`config.mk`:
```
export PLATFORM = sky130hd
export DESIGN_NAME = rdm_debug_mux
export DESIGN_NICKNAME = d
export VERILOG_FILES = /design/src/rdm_pin_sel.v /design/src/rdm_debug_mux.v
export VERILOG_INCLUDE_DIRS = /design/src
export SDC_FILE = /design/constraint.sdc
export NUM_CORES = 1
export LEC_CHECK = 0
export CAP_MARGIN = 20
export CORE_ASPECT_RATIO = 0.5
export CORE_UTILIZATION = 40
export CTS_CLUSTER_SIZE = 40
export DETAILED_ROUTE_END_ITERATION = 10
export DONT_BUFFER_PORTS = 1
export SKIP_LAST_GASP = 1
export SYNTH_ARGS = -nofsm -noshare
export SYNTH_HDL_FRONTEND = slang
export SYNTH_SLANG_ARGS = --single-unit
```
`constraint.sdc`:
```
create_clock -name hclk -period 3.4 [get_ports hclk]
set_clock_uncertainty 0.15 [all_clocks]
set_input_delay 0.17 -clock hclk [delete_from_list [all_inputs] [get_ports hclk]]
set_output_delay 0.17 -clock hclk [all_outputs]
set_load 0.005 [all_outputs]
```
`src/rdm_defines.vh`:
```
`ifndef RDM_DEFINES_VH
`define RDM_DEFINES_VH

// ---------------------------------------------------------------
// register byte offsets, compared against haddr[7:2] with the low two bits taken as zero
// ---------------------------------------------------------------
`define RDM_ADDR_MSB        7
`define RDM_OFS_PIN0_CFG    8'h00
`define RDM_OFS_PIN1_CFG    8'h04
`define RDM_OFS_PIN2_CFG    8'h08
`define RDM_OFS_THRESH      8'h0c
`define RDM_OFS_STATUS      8'h10

// ---------------------------------------------------------------
// field positions
// ---------------------------------------------------------------
`define RDM_SEL_MSB         5
`define RDM_INV_BIT         6
`define RDM_CFG_MSB         6
`define RDM_PQH_LSB         0
`define RDM_PQH_MSB         7
`define RDM_RTHR_LSB        8
`define RDM_RTHR_MSB        15
`define RDM_CCAM_LSB        16
`define RDM_CCAM_MSB        17
`define RDM_ST_PQ           0
`define RDM_ST_CCA          1
`define RDM_ST_CS           2
`define RDM_ST_CRC          3
`define RDM_ST_TX           4
`define RDM_ST_RX           5
`define RDM_HTRANS_ACT_BIT  1

// ---------------------------------------------------------------
// reset values
// ---------------------------------------------------------------
`define RDM_CFG_RST         7'h00
`define RDM_PQH_RST         8'h00
`define RDM_RTHR_RST        8'h00
`define RDM_CCAM_RST        2'h0

// ---------------------------------------------------------------
// signal select codes
// ---------------------------------------------------------------
`define RDM_SEL_GPIO        6'h00
`define RDM_SEL_PQ          6'h08
`define RDM_SEL_CCA         6'h09
`define RDM_SEL_CS          6'h0e
`define RDM_SEL_CRC         6'h0f
`define RDM_SEL_SYM1        6'h16
`define RDM_SEL_SYM0        6'h17
`define RDM_SEL_TXPD        6'h1b
`define RDM_SEL_RXPD        6'h1c
`define RDM_SEL_STRB        6'h1d
`define RDM_SEL_LOW         6'h2f

// ---------------------------------------------------------------
// radio states and assessment modes
// ---------------------------------------------------------------
`define RDM_ST_RADIO_RX     5'h0d
`define RDM_ST_RADIO_RXEND  5'h0e
`define RDM_ST_RADIO_RXRST  5'h0f
`define RDM_ST_RADIO_TX     5'h13
`define RDM_ST_RADIO_TXEND  5'h14
`define RDM_CCA_ALWAYS      2'h0
`define RDM_CCA_RSSI        2'h1
`define RDM_CCA_NOPKT       2'h2
`define RDM_CCA_BOTH        2'h3

`endif

```
`src/rdm_pin_sel.v`:
```
`timescale 1ns/10ps
`include "rdm_defines.vh"

module rdm_pin_sel (
  // configuration
  input  wire [5:0] signal_select_field,
  input  wire       output_invert,
  // radio sources
  input  wire       pq_reached,
  input  wire       chan_clear,
  input  wire       carrier_sense,
  input  wire       crc_ok,
  input  wire [1:0] receive_symbol_bits,
  input  wire       rx_symbol_strobe,
  input  wire       tx_amp_powerdown_n,
  input  wire       rx_amp_powerdown_n,
  // ordinary port control
  input  wire       function_select,
  input  wire       periph_out,
  input  wire       periph_oe,
  input  wire       gpio_out,
  input  wire       gpio_dir,
  // resolved pin drive
  output reg        drive,
  output reg        drive_en
);

  reg raw;

  // ---------------------------------------------------------------
  // source select and port override
  // ---------------------------------------------------------------
  always @* begin
    raw = 1'b0;
    case (signal_select_field)
      `RDM_SEL_PQ:   raw = pq_reached;
      `RDM_SEL_CCA:  raw = chan_clear;
      `RDM_SEL_CS:   raw = carrier_sense;
      `RDM_SEL_CRC:  raw = crc_ok;
      `RDM_SEL_SYM1: raw = receive_symbol_bits[1];
      `RDM_SEL_SYM0: raw = receive_symbol_bits[0];
      `RDM_SEL_STRB: raw = rx_symbol_strobe;
      `RDM_SEL_TXPD: raw = tx_amp_powerdown_n;
      `RDM_SEL_RXPD: raw = rx_amp_powerdown_n;
      `RDM_SEL_LOW:  raw = 1'b0;
      default:       raw = 1'b0;
    endcase
    if (signal_select_field == `RDM_SEL_GPIO) begin
      // plain port control, no radio signal
      drive    = function_select ? periph_out : gpio_out;
      drive_en = function_select ? periph_oe : gpio_dir;
    end else begin
      drive    = raw ^ output_invert;
      drive_en = 1'b1;
    end
  end

endmodule

```
`src/rdm_debug_mux.v`:
```
// Added by the designer: the AHB-Lite interface to the registers and the address map.
`timescale 1ns/10ps
`include "rdm_defines.vh"

// Summary of operation
// each of three pins picks a radio status signal via its 6-bit select
// select zero leaves the pin under ordinary port control
// non-zero select overrides function select and forces output drive
// code 001000 shows preamble quality above the programmed threshold
// code 001001 shows clear channel, rssi below threshold, per mode
// code 001110 shows carrier sense, rssi above threshold
// code 001111 shows crc match flag, cleared on entering receive
// codes 010110, 010111, 011101 give symbol bits and symbol strobe
// code 011011 gives active-low transmit amplifier control
// code 011100 gives active-low receive amplifier control
// code 101111 drives low; inversion makes it a constant high
// reserved select codes drive low before inversion

module rdm_debug_mux (
  // clock and reset
  input  wire        hclk,
  input  wire        hresetn,
  // ahb-lite slave
  input  wire        hsel,
  input  wire [31:0] haddr,
  input  wire [1:0]  htrans,
  input  wire        hwrite,
  input  wire [2:0]  hsize,
  input  wire [31:0] hwdata,
  input  wire        hready,
  output reg         hreadyout,
  output reg         hresp,
  output reg  [31:0] hrdata,
  // radio state machine sources
  input  wire [4:0]  radio_state,
  input  wire [7:0]  preamble_quality_indicator,
  input  wire [7:0]  rssi_level,
  input  wire        rx_packet_active,
  input  wire        crc_check_done,
  input  wire        crc_check_match,
  input  wire [1:0]  receive_symbol_bits,
  input  wire        rx_symbol_strobe,
  // ordinary port control for the three pins
  input  wire        port1_pin5_function_select,
  input  wire        port1_pin6_function_select,
  input  wire        port1_pin7_function_select,
  input  wire [2:0]  periph_out,
  input  wire [2:0]  periph_oe,
  input  wire [2:0]  gpio_out,
  input  wire [2:0]  gpio_dir,
  // pins, bit 0 is the pin behind pin0_output_config
  input  wire [2:0]  pin_in,
  output reg  [2:0]  pin_out,
  output reg  [2:0]  pin_oe,
  output reg  [2:0]  pin_in_sync
);

  // ---------------------------------------------------------------
  // helper functions
  // ---------------------------------------------------------------
  // byte lanes touched by a transfer of the given size and offset
  function [3:0] byte_mask;
    input [2:0] size;
    input [1:0] ofs;
    begin
      case (size)
        3'h0:    byte_mask = 4'h1 << ofs;
        3'h1:    byte_mask = ofs[1] ? 4'hc : 4'h3;
        default: byte_mask = 4'hf;
      endcase
    end
  endfunction

  // merge written byte lanes into an old word
  function [31:0] merge;
    input [31:0] old;
    input [31:0] wdat;
    input [3:0]  be;
    integer      k;
    begin
      merge = old;
      for (k = 0; k < 4; k = k + 1) begin
        if (be[k]) begin
          merge[k*8 +: 8] = wdat[k*8 +: 8];
        end
      end
    end
  endfunction

  // ---------------------------------------------------------------
  // declarations
  // ---------------------------------------------------------------
  reg  [6:0]  cfg_r [0:2];
  reg  [6:0]  cfg_nxt [0:2];
  reg  [7:0]  pqh_r;
  reg  [7:0]  pqh_nxt;
  reg  [7:0]  rssi_thr_r;
  reg  [7:0]  rssi_thr_nxt;
  reg  [1:0]  asm_mode_r;
  reg  [1:0]  asm_mode_nxt;
  reg  [7:0]  wr_addr_r;
  reg         wr_pend_r;
  reg  [3:0]  wr_be_r;
  reg  [31:0] rdata_nxt;
  reg  [31:0] merged;
  reg  [4:0]  prev_state_r;
  reg         pq_reached_r;
  reg         chan_clear_r;
  reg         carrier_sense_r;
  reg         crc_ok_r;
  reg         crc_ok_nxt;
  reg         tx_pd_n_r;
  reg         rx_pd_n_r;
  reg  [1:0]  sym_bits_r;
  reg         sym_strobe_r;
  reg  [2:0]  pin_meta_r;
  reg         rssi_below;
  reg         cca_nxt;
  integer     i;
  integer     j;
  wire        take_w;
  wire [7:0]  addr_w;
  wire [2:0]  func_sel_w;
  wire [2:0]  drive_w;
  wire [2:0]  drive_en_w;
  wire        in_tx_w;
  wire        in_rx_w;
  wire        rx_enter_w;
  wire [5:0]  status_w;

  assign take_w     = hsel & hready & htrans[`RDM_HTRANS_ACT_BIT];
  assign addr_w     = {haddr[`RDM_ADDR_MSB:2], 2'h0};
  assign func_sel_w = {port1_pin7_function_select,
                       port1_pin6_function_select,
                       port1_pin5_function_select};

  // ---------------------------------------------------------------
  // bus address phase capture
  // ---------------------------------------------------------------
  // write is held until its data phase, when hwdata stands
  always @(posedge hclk or negedge hresetn) begin
    if (!hresetn) begin
      wr_pend_r <= 1'b0;
      wr_addr_r <= 8'h00;
      wr_be_r   <= 4'h0;
    end else begin
      wr_pend_r <= take_w & hwrite;
      if (take_w) begin
        wr_addr_r <= addr_w;
        wr_be_r   <= byte_mask(hsize, haddr[1:0]);
      end
    end
  end

  // ---------------------------------------------------------------
  // register next values from data-phase writes
  // ---------------------------------------------------------------
  always @* begin
    merged       = 32'h0;
    pqh_nxt      = pqh_r;
    rssi_thr_nxt = rssi_thr_r;
    asm_mode_nxt = asm_mode_r;
    for (i = 0; i < 3; i = i + 1) begin
      cfg_nxt[i] = cfg_r[i];
    end
    if (wr_pend_r) begin
      case (wr_addr_r)
        `RDM_OFS_PIN0_CFG: begin
          merged     = merge({25'h0, cfg_r[0]}, hwdata, wr_be_r);
          cfg_nxt[0] = merged[`RDM_CFG_MSB:0];
        end
        `RDM_OFS_PIN1_CFG: begin
          merged     = merge({25'h0, cfg_r[1]}, hwdata, wr_be_r);
          cfg_nxt[1] = merged[`RDM_CFG_MSB:0];
        end
        `RDM_OFS_PIN2_CFG: begin
          merged     = merge({25'h0, cfg_r[2]}, hwdata, wr_be_r);
          cfg_nxt[2] = merged[`RDM_CFG_MSB:0];
        end
        `RDM_OFS_THRESH: begin
          merged       = merge({14'h0, asm_mode_r, rssi_thr_r, pqh_r},
                               hwdata, wr_be_r);
          pqh_nxt      = merged[`RDM_PQH_MSB:`RDM_PQH_LSB];
          rssi_thr_nxt = merged[`RDM_RTHR_MSB:`RDM_RTHR_LSB];
          asm_mode_nxt = merged[`RDM_CCAM_MSB:`RDM_CCAM_LSB];
        end
        default: begin
          merged = 32'h0;                   // unmapped writes dropped
        end
      endcase
    end
  end

  // ---------------------------------------------------------------
  // configuration registers
  // ---------------------------------------------------------------
  always @(posedge hclk or negedge hresetn) begin
    if (!hresetn) begin
      for (j = 0; j < 3; j = j + 1) begin
        cfg_r[j] <= `RDM_CFG_RST;
      end
      pqh_r      <= `RDM_PQH_RST;
      rssi_thr_r <= `RDM_RTHR_RST;
      asm_mode_r <= `RDM_CCAM_RST;
    end else begin
      for (j = 0; j < 3; j = j + 1) begin
        cfg_r[j] <= cfg_nxt[j];
      end
      pqh_r      <= pqh_nxt;
      rssi_thr_r <= rssi_thr_nxt;
      asm_mode_r <= asm_mode_nxt;
    end
  end

  // ---------------------------------------------------------------
  // read data, taken from next values so a write just ahead is seen
  // ---------------------------------------------------------------
  always @* begin
    rdata_nxt = 32'h0;
    case (addr_w)
      `RDM_OFS_PIN0_CFG: rdata_nxt = {25'h0, cfg_nxt[0]};
      `RDM_OFS_PIN1_CFG: rdata_nxt = {25'h0, cfg_nxt[1]};
      `RDM_OFS_PIN2_CFG: rdata_nxt = {25'h0, cfg_nxt[2]};
      `RDM_OFS_THRESH:   rdata_nxt = {14'h0, asm_mode_nxt,
                                      rssi_thr_nxt, pqh_nxt};
      `RDM_OFS_STATUS:   rdata_nxt = {26'h0, status_w};
      default:           rdata_nxt = 32'h0;
    endcase
  end

  // zero wait states, always okay
  always @(posedge hclk or negedge hresetn) begin
    if (!hresetn) begin
      hreadyout <= 1'b1;
      hresp     <= 1'b0;
      hrdata    <= 32'h0;
    end else begin
      hreadyout <= 1'b1;
      hresp     <= 1'b0;
      if (take_w && !hwrite) begin
        hrdata <= rdata_nxt;
      end
    end
  end

  // ---------------------------------------------------------------
  // radio status derivation
  // ---------------------------------------------------------------
  assign in_tx_w = (radio_state == `RDM_ST_RADIO_TX) |
                   (radio_state == `RDM_ST_RADIO_TXEND);
  assign in_rx_w = (radio_state == `RDM_ST_RADIO_RX) |
                   (radio_state == `RDM_ST_RADIO_RXEND) |
                   (radio_state == `RDM_ST_RADIO_RXRST);
  // entry into receive, also after a restart through the reset state
  assign rx_enter_w = (radio_state == `RDM_ST_RADIO_RX) &
                      (prev_state_r != `RDM_ST_RADIO_RX);

  // assessment result by mode
  always @* begin
    rssi_below = $signed(rssi_level) < $signed(rssi_thr_r);
    case (asm_mode_r)
      `RDM_CCA_ALWAYS: cca_nxt = 1'b1;
      `RDM_CCA_RSSI:   cca_nxt = rssi_below;
      `RDM_CCA_NOPKT:  cca_nxt = ~rx_packet_active;
      `RDM_CCA_BOTH:   cca_nxt = rssi_below & ~rx_packet_active;
      default:         cca_nxt = 1'b0;
    endcase
  end

  // crc flag: a match in the clearing cycle still sets it
  always @* begin
    crc_ok_nxt = crc_ok_r;
    if (rx_enter_w) begin
      crc_ok_nxt = 1'b0;
    end
    if (crc_check_done) begin
      crc_ok_nxt = crc_check_match;
    end
  end

  // registered status sources
  always @(posedge hclk or negedge hresetn) begin
    if (!hresetn) begin
      prev_state_r    <= 5'h00;
      pq_reached_r    <= 1'b0;
      chan_clear_r    <= 1'b0;
      carrier_sense_r <= 1'b0;
      crc_ok_r        <= 1'b0;
      tx_pd_n_r       <= 1'b1;
      rx_pd_n_r       <= 1'b1;
      sym_bits_r      <= 2'h0;
      sym_strobe_r    <= 1'b0;
    end else begin
      prev_state_r    <= radio_state;
      pq_reached_r    <= preamble_quality_indicator > pqh_r;
      chan_clear_r    <= cca_nxt;
      carrier_sense_r <= $signed(rssi_level) >
                         $signed(rssi_thr_r);
      crc_ok_r        <= crc_ok_nxt;
      tx_pd_n_r       <= ~in_tx_w;
      rx_pd_n_r       <= ~in_rx_w;
      sym_bits_r      <= receive_symbol_bits;
      sym_strobe_r    <= rx_symbol_strobe;
    end
  end

  assign status_w = {~rx_pd_n_r, ~tx_pd_n_r, crc_ok_r,
                     carrier_sense_r, chan_clear_r, pq_reached_r};

  // ---------------------------------------------------------------
  // per-pin signal selection
  // ---------------------------------------------------------------
  genvar g;
  generate
    for (g = 0; g < 3; g = g + 1) begin : pin_g
      rdm_pin_sel u_sel (
        .signal_select_field (cfg_r[g][`RDM_SEL_MSB:0]),
        .output_invert       (cfg_r[g][`RDM_INV_BIT]),
        .pq_reached          (pq_reached_r),
        .chan_clear          (chan_clear_r),
        .carrier_sense       (carrier_sense_r),
        .crc_ok              (crc_ok_r),
        .receive_symbol_bits (sym_bits_r),
        .rx_symbol_strobe    (sym_strobe_r),
        .tx_amp_powerdown_n  (tx_pd_n_r),
        .rx_amp_powerdown_n  (rx_pd_n_r),
        .function_select     (func_sel_w[g]),
        .periph_out          (periph_out[g]),
        .periph_oe           (periph_oe[g]),
        .gpio_out            (gpio_out[g]),
        .gpio_dir            (gpio_dir[g]),
        .drive               (drive_w[g]),
        .drive_en            (drive_en_w[g])
      );
    end
  endgenerate

  // ---------------------------------------------------------------
  // pin drive registers and input synchroniser
  // ---------------------------------------------------------------
  always @(posedge hclk or negedge hresetn) begin
    if (!hresetn) begin
      pin_out     <= 3'h0;
      pin_oe      <= 3'h0;
      pin_meta_r  <= 3'h0;
      pin_in_sync <= 3'h0;
    end else begin
      pin_out     <= drive_w;
      pin_oe      <= drive_en_w;
      pin_meta_r  <= pin_in;
      pin_in_sync <= pin_meta_r;
    end
  end

endmodule

```
# Word-level counts from Yosys, hierarchy flattened
# Index checks and enable logic that the tools add are counted.
# word_totals
ff_bits	107
inputBits	119
output_inout_bits	43
word_cells	134
# classes
magnitude_cmp	3
n_eq_ne	44
shifts	1
muxes	37
bitwise_logic	16
reduce_logical	10
# op_table
cell	count
6-bit by 5-bit equality test with 1-bit output (second input constant)	15
18-bit case mux with 5 select lines	1
6-bit by 4-bit equality test with 1-bit output (second input constant)	12
8-bit two-way mux	6
7-bit two-way mux	6
1-bit case mux with 9 select lines	3
6-bit by 2-bit equality test with 1-bit output (second input constant)	4
21-bit two-way mux	1
6-bit logical NOT	3
8-bit > comparator	2
8-bit logical NOT	2
5-bit by 4-bit equality test with 1-bit output (second input constant)	3
1-bit two-way mux	14
6-bit by 1-bit equality test with 1-bit output (second input constant)	2
5-bit equality test (second input constant)	2
8-bit < comparator	1
6-bit by 3-bit equality test with 1-bit output (second input constant)	1
2-bit two-way mux	3
3-bit case mux with 2 select lines	1
1-bit AND	5
5-bit by 4-bit != test with 1-bit output (second input constant)	1
1-bit NOT	5
2-bit equality test (second input constant)	2
1-bit case mux with 4 select lines	1
other kinds (11)	15

# Depth between registers and ports, before layout
# Gate-level depths: netlist (run 1).
# depth
depth_word	4
ltp_mapped	7
depth_no_buf	7

# Modules after synthesis
# Synthesis (run 1) repeated with hierarchy kept, for this count alone.
# hier_totals
hier_cells	486
area_unflattened_um2	4862.2
# by_module_without_submodules
module	instances	cells_each	area_per_inst_um2	seq_area_each_um2
rdm_debug_mux	1	417	4332.9	2329.7
rdm_pin_sel	3	23	176.4	0.0

# Worst setup path after synthesis (run 1)
# OpenSTA, ideal clock, no wires.
# synth_timing
kind	reg-to-reg
startpoint	register wr_addr_r[6]
endpoint	register hrdata[0]
setup_time_ns	0.124
t_arrival_ns	2.311
required_time_ns	3.126
setup_slack_ns	0.815
stages_incl_launch_ff	6
n_path_buf	0
period_less_slack_ns	2.585
path_cell_list	dfrtp_1 -> or4b_4 -> nor4b_4 -> mux2_2 -> a221o_1 -> a211o_1
# synth_via
elab_chain_len	4
word_cells_on_any_way	11
classes_between	eq/ne (3); mux (7); reduce/logical (1)
# synth_lines
element	line	rtl
start: declaration	rdm_debug_mux.v:101	reg [7:0] wr_addr_r;
start signal: assignment	rdm_debug_mux.v:149	wr_addr_r <= addr_w;
6-bit by 2-bit equality test with 1-bit output	--	
8-bit two-way mux	rdm_debug_mux.v:167	case (wr_addr_r)
8-bit two-way mux	rdm_debug_mux.v:166	if (wr_pend_r) begin
named net pqh_nxt[0]	rdm_debug_mux.v:96	reg [7:0] pqh_nxt;
18-bit case mux with 5 select lines	rdm_debug_mux.v:220	case (addr_w)
end signal: assignment	rdm_debug_mux.v:241	hrdata <= rdata_nxt;
end: declaration	rdm_debug_mux.v:33	output reg [31:0] hrdata,
# The timed path passes the listed nets, and every way through them passes these cells.
# A chain may end at the register's enable or synchronous reset.

# Worst setup path in the final report (run 1)
# layout_timing
startpoint	register wr_addr_r[6]
endpoint	register hrdata[4]
# The elaborated chain is that of the path after synthesis.

==> impl_metrics.tcl, run 1 <==
set metrics [dict create \
    layout-drive-gt1-share 0.1420 \
    fin_ws_ns 0.5415 \
    synth_cell_types 58 \
    place.gp.congestion 0.8187 \
    rsz0062_at_grt "no" \
    grt_overflow 0 \
    netSwitchingFraction 0.2583 \
    die_w_um 154.7 \
    gr-usage-met1 0.2626 \
    synth_top_cell_by_area "dfrtp_1" \
    die_y_um 78.34 \
    rr_startpoint "wr_addr_r[6]" \
    synthCells 413 \
    drv_cap 0 \
    worstMarginPinSlew_ns 0.6327 \
    numCtsBuffers 9 \
    via_per_inst 5.216 \
    boundaryPins 162 \
    fin_crit_ns 2.859 \
    ys.flop_type "dfrtp_1" \
    ys_top_cells_by_area "dfrtp_1 (49%), mux2_2 (10%), ha_1 (4.3%), nand2_1 (3.1%), mux2i_1 (2.8%)" \
    drc_errors 0 \
    globalRouteMet2Util 0.3059 \
    synth_seq_cells 93 \
    p_seq_frac 0.510 \
    peakVddDrop_mv 0.2084 \
    synth_area_per_cell_um2 11.29 \
    start_util 0.4169 \
    grtUsageTotal 0.1947 \
    seq_area_frac_synth 0.4997 \
    dp_slack_ns 0.5860 \
    slew_headroom 0.5723 \
    grt_pass1_wl_mm 17.88 \
    wl_per_cell_um 17.08 \
    period_share 0.8407 \
    diodes 0 \
    maxSlewViolCount 0 \
    async_flop_share 1.000 \
    vias 3328 \
    crit_type "reg2reg" \
    grt_max_degree 94 \
    crit_required_ns 3.46 \
    min_path_type "in2reg" \
    p_per_area_mw_per_mm2 447.1 \
    hold_viol_final 0 \
    crit_start "wr_addr_r[6]" \
    clock.fmax_mhz 349.8 \
    reg2reg_slack_ns 0.54 \
    num_rows 27 \
    power_frac_clock 0.354 \
    start_kind "register" \
    combPwrFrac 0.136 \
    antenna_left 0 \
    power.leakage_uw 0.002566 \
    p_sw_uw 652.6 \
    top_usage_layer "met2" \
    worstPathArrival_ns 2.91 \
    internal_power_uw 1874 \
    core_area_mm2 0.01118 \
    clock_path_buffers 2 \
    syn-cell-area_mm2 0.004662 \
    holdPathStages 3 \
    area.growth.synth_to_final_pct 21.20 \
    dr.pass1.iters 4 \
    use_met3 0.05522 \
    drt_iter0_markers 228 \
    antenna_found_initial 0 \
    cts_root_buffer "clkbuf_16" \
    ys_warn_count 0 \
    r2r-end "hrdata[4]" \
    cts-htree-levels 3 \
    setup_viol 0 \
    endpoint_kind "register" \
    reg2regPathDepth 5 \
    place.port_buffers 0 \
    status "completed" \
    insertion_delay_ns 0.34 \
    post-dp-hpwl_mm 7.597 \
    grt_pass1_vias 3418 \
    hold_start "preamble_quality_indicator[7]" \
    worstPathMaxFanout 9 \
    final_nets 610 \
    dieArea_mm2 0.01212 \
    fin_tns_setup_ns 0 \
    post_cts_buffers 0 \
    synth_edf_count 0 \
    fill_cells 995 \
    yosysTopAreaCellShare 0.4885 \
    wl_mm 10.89 \
    cp-endpoint "hrdata[4]" \
    cts_tree "done" \
    clkTransAtPathRegs_ns 0.06 \
    cts-resized-gates 0 \
    cts.sinks 93 \
]
==> cell usage after synthesis, types with 7 or more instances <==
| library cell | n |
|---|---|
| o21ai_0 | 11 |
| dfrtp_1 | 91 |
| and2_1 | 9 |
| mux2_2 | 42 |
| a21oi_1 | 7 |
| a221o_1 | 7 |
| nand2_1 | 39 |
| mux2i_1 | 13 |
| inv_1 | 28 |
| buf_4 | 17 |
| a22o_1 | 12 |
| nor2_1 | 14 |
| ha_1 | 16 |
| nor2b_1 | 12 |
==> registers in the layout (all words and copies together) (netlist names), 5 cells and up <==
signal	flops
pqh_r	8
hrdata	18
wr_addr_r	6
prev_state_r	5
rssi_thr_r	8
cfg_r	21
==> metrics by stage <==
stage	utilization	power, uW	std cells	hold slack [ns]	cell area [um^2]
after floorplan	-	1499	427	-0.2756	4715
after global placement	0.4269	1551	563	-0.2742	4773
after detailed placement	0.4269	1556	563	-0.2744	4773
after CTS	0.5053	2559	638	0.02588	5650
after global routing	0.5053	2656	638	0.03409	5650
final	0.5053	2526	638	0.03607	5650
==> layout by cell type, fill, tap and decap left out, types with 3 or more instances in the layout <==
master and count:
nand2b_1 5, a211o_1 6, dlygate4sd3_1 59, a311oi_1 3
nor2_1 14, conb_1 16, nand4b_1 5, a221o_1 7
and3b_1 3, mux2i_1 13, o21ai_0 11, nand3_1 5
a32o_1 6, a21oi_1 7, inv_1 28, o21a_1 3
a22o_1 12, clkbuf_16 9, mux2_2 42, and3_1 3
nand4_1 5, nor3_1 4, nor2b_1 12, dfrtp_1 91
nand2_1 39, ha_1 16, and2_1 9, buf_4 3
==> per-layer routing <==
metal	up-vias	part of all wire	wire [um]
li1	1586	-	-
met1	1633	0.48	5217
met3	8	0.052	569
met5	-	0	0
met2	101	0.46	4986
met4	0	0.011	120
==> cell type report <==
| cell class | instances | area [um^2] | area share |
|---|---|---|---|
| Inverter | 28 | 105.1 | 0.01860 |
| Sequential cell | 93 | 2330 | 0.4123 |
| Clock buffer | 11 | 232.7 | 0.04119 |
| Clock inverter | 4 | 26.28 | 0.004650 |
| Tap cell | 159 | 198.9 | 0.03521 |
| Timing Repair Buffer | 63 | 640.6 | 0.1134 |
| Multi-Input combinational cell | 280 | 2117 | 0.3747 |
==> worst max-delay path: stages, from the launching register on <==
cell     delay (ns)
dfrtp_1        0.41
or4b_4         0.57
nor4b_4        0.59
mux2_2         0.42
a221o_1        0.33
a211o_1        0.26
==> cells by family after synthesis <==
kind of cell	synth area share
compound gates	0.1213
xor+xnor	0.001879
fa+ha+maj	0.04294
buf+inv	0.05743
flops	0.4997
mux	0.1294
other cells	0.001611
simple gates	0.1457
==> what timing repair did <==
item,4_1_cts,5_1_grt
endpoints found under the setup margin,0,0
hold buffers,60,0
endpoints found under the hold margin,175,0
==> power by group through the flow <==
| stage | Sequential (uW) | Clock (uW) | Combinational [uW] |
|---|---|---|---|
| finish | 1290 | 894 | 344 |
| global route | 1300 | 969 | 389 |
| CTS | 1290 | 928 | 345 |
| detailed placement | 1310 | 0 | 249 |
| global placement | 1300 | 0 | 246 |
| floorplan | 1270 | 0 | 233 |
==> worst min-delay path by stage <==
stage	to	slack, ns
2_1_floorplan	asm_mode_r[0]	-0.28
3_3_place_gp	pin_in_sync[1]	-0.27
3_5_place_dp	pin_in_sync[1]	-0.27
4_1_cts	pq_reached_r	0.03
5_1_grt	pq_reached_r	0.03
6_report	pq_reached_r	0.04
Note: power is estimated with default switching activity, not from simulation.
==> inputs of run 2 (changes only) <==
clock period = 2.9 ns   (was 3.4 ns; I/O delays follow)
==> impl_metrics.tcl, run 2 (synthesis results as in run 1) <==
set metrics [dict create \
    boundaryPins 162 \
    rr_startpoint "wr_addr_r[6]" \
    top_regs "cfg_r: 21 flops, hrdata: 18 flops" \
    grt_max_degree 94 \
    multi_input_area_mm2 0.002117 \
    clock_path_buffers 2 \
    dr.pass1.iters 5 \
    rsz0062_at_grt "no" \
    final_cell_mix "dfrtp_1 (91), dlygate4sd3_1 (62), mux2_2 (42), nand2_1 (39), inv_1 (28)" \
    antenna_left 0 \
    worstPathMaxFanout 9 \
    hold_start "haddr[2]" \
    place.port_buffers 0 \
    place.gp.congestion 0.8147 \
    drt_iter0_markers 160 \
    holdPathStages 3 \
    hold_viol_final 0 \
    cts.sinks 93 \
    r2r-end "hrdata[1]" \
    power.leakage_uw 0.002609 \
    core_area_mm2 0.01118 \
    drv_cap 0 \
    endpoint_kind "register" \
    fin_crit_ns 2.636 \
    post_cts_buffers 0 \
    numCtsBuffers 9 \
    min_path_type "in2reg" \
    clkTransAtPathRegs_ns 0.06 \
    die_w_um 154.7 \
    slew_headroom 0.5260 \
    grtUsageTotal 0.1996 \
    period_share 0.9089 \
    layout-drive-gt1-share 0.1464 \
    start_util 0.4169 \
    setup_viol 0 \
    wl_per_cell_um 17.20 \
    worstMarginPinSlew_ns 0.7012 \
    insertion_delay_ns 0.34 \
    crit_required_ns 2.97 \
    p_per_area_mw_per_mm2 543.9 \
    wl_mm 11.08 \
    grt_pass1_vias 3515 \
    reg2regPathDepth 6 \
    cts-htree-levels 3 \
    diodes 0 \
    crit_type "reg2reg" \
    largest_reg_flops 21 \
    peakVddDrop_mv 0.3310 \
    seq_area_mm2 0.002330 \
    via_per_inst 5.171 \
    holdPathEnd "hrdata[6]" \
    grt_pass1_wl_mm 18.36 \
    area.growth.synth_to_final_pct 23.13 \
    die_y_um 78.34 \
    clock.fmax_mhz 379.4 \
    antenna_found_initial 0 \
    fill_cells 1001 \
    post-dp-hpwl_mm 7.628 \
    start_kind "register" \
    vias 3330 \
    fin_tns_setup_ns 0 \
    top_register "cfg_r" \
    final_common_cell "dfrtp_1" \
    cts_tree "done" \
    placed_area_mm2 0.004788 \
    final_area_mm2 0.005741 \
    grt_overflow 0 \
    dieArea_mm2 0.01212 \
    status "completed" \
    maxSlewViolCount 0 \
    worstPathArrival_ns 2.70 \
    drc_errors 0 \
    cts_root_buffer "clkbuf_16" \
    final_nets 615 \
    num_rows 27 \
    reg2reg_slack_ns 0.26 \
]
[run 2: routing by layer]
layer / up-vias / routed length, um / GRT usage
met1: 1635 / 5203 / 0.2576
li1: 1593 / - / -
met4: 0 / 89 / 0.05050
met2: 96 / 5209 / 0.3285
met5: - / 0 / 0
met3: 6 / 572 / 0.06019
[run 2: where the power goes]
group          total [uW]  switching [uW]  internal [uW]
Clock                1200             487            717
Sequential           1510             111           1400
Combinational         409             184            225
Total                3120             782           2340
[run 2: metrics by stage]
step / utilization / hold WS (ns) / std cells / setup slack [ns] / power [uW]
finish: 0.5134 / 0.02258 / 644 / 0.2641 / 3122
global route: 0.5134 / 0.04599 / 644 / 0.1818 / 3268
CTS: 0.5134 / 0.01753 / 644 / 0.2566 / 3148
detailed placement: 0.4282 / -0.2994 / 565 / 0.2869 / 1827
global placement: 0.4282 / -0.2992 / 565 / 0.2895 / 1819
floorplan: - / -0.3006 / 427 / 0.3149 / 1758
[run 2: area by class of cell]
class | instances | area share
timing repair buffer | 68 | 0.1194
multi-input combinational | 280 | 0.3688
tap | 159 | 0.03466
clock inverter | 3 | 0.007629
inverter | 28 | 0.01831
sequential | 93 | 0.4058
clock buffer | 13 | 0.04534
[run 2: critical path: stages, from the launching register on]
cell,delay [ns]
dfrtp_1,0.41
or4b_4,0.57
nor4b_4,0.25
buf_4,0.22
mux2_2,0.37
a221o_1,0.33
a211o_1,0.23
[run 2: timing repair]
action | in CTS | in global routing
endpoints found under the setup margin | 0 | 0
resized for setup | 0 | 0
hold buffers | 63 | 0
hold endpoints to repair | 176 | 0
[run 2: how the worst max path moves through the flow]
stage          cells after the start    startpoint        end  slack [ns]
2_1_floorplan                      5  wr_addr_r[6]  hrdata[0]        0.31
3_3_place_gp                       6  wr_addr_r[6]  hrdata[0]        0.29
3_5_place_dp                       6  wr_addr_r[6]  hrdata[1]        0.29
4_1_cts                            6  wr_addr_r[6]  hrdata[1]        0.26
5_1_grt                            6  wr_addr_r[6]  hrdata[5]        0.18
6_report                           6  wr_addr_r[6]  hrdata[1]        0.26
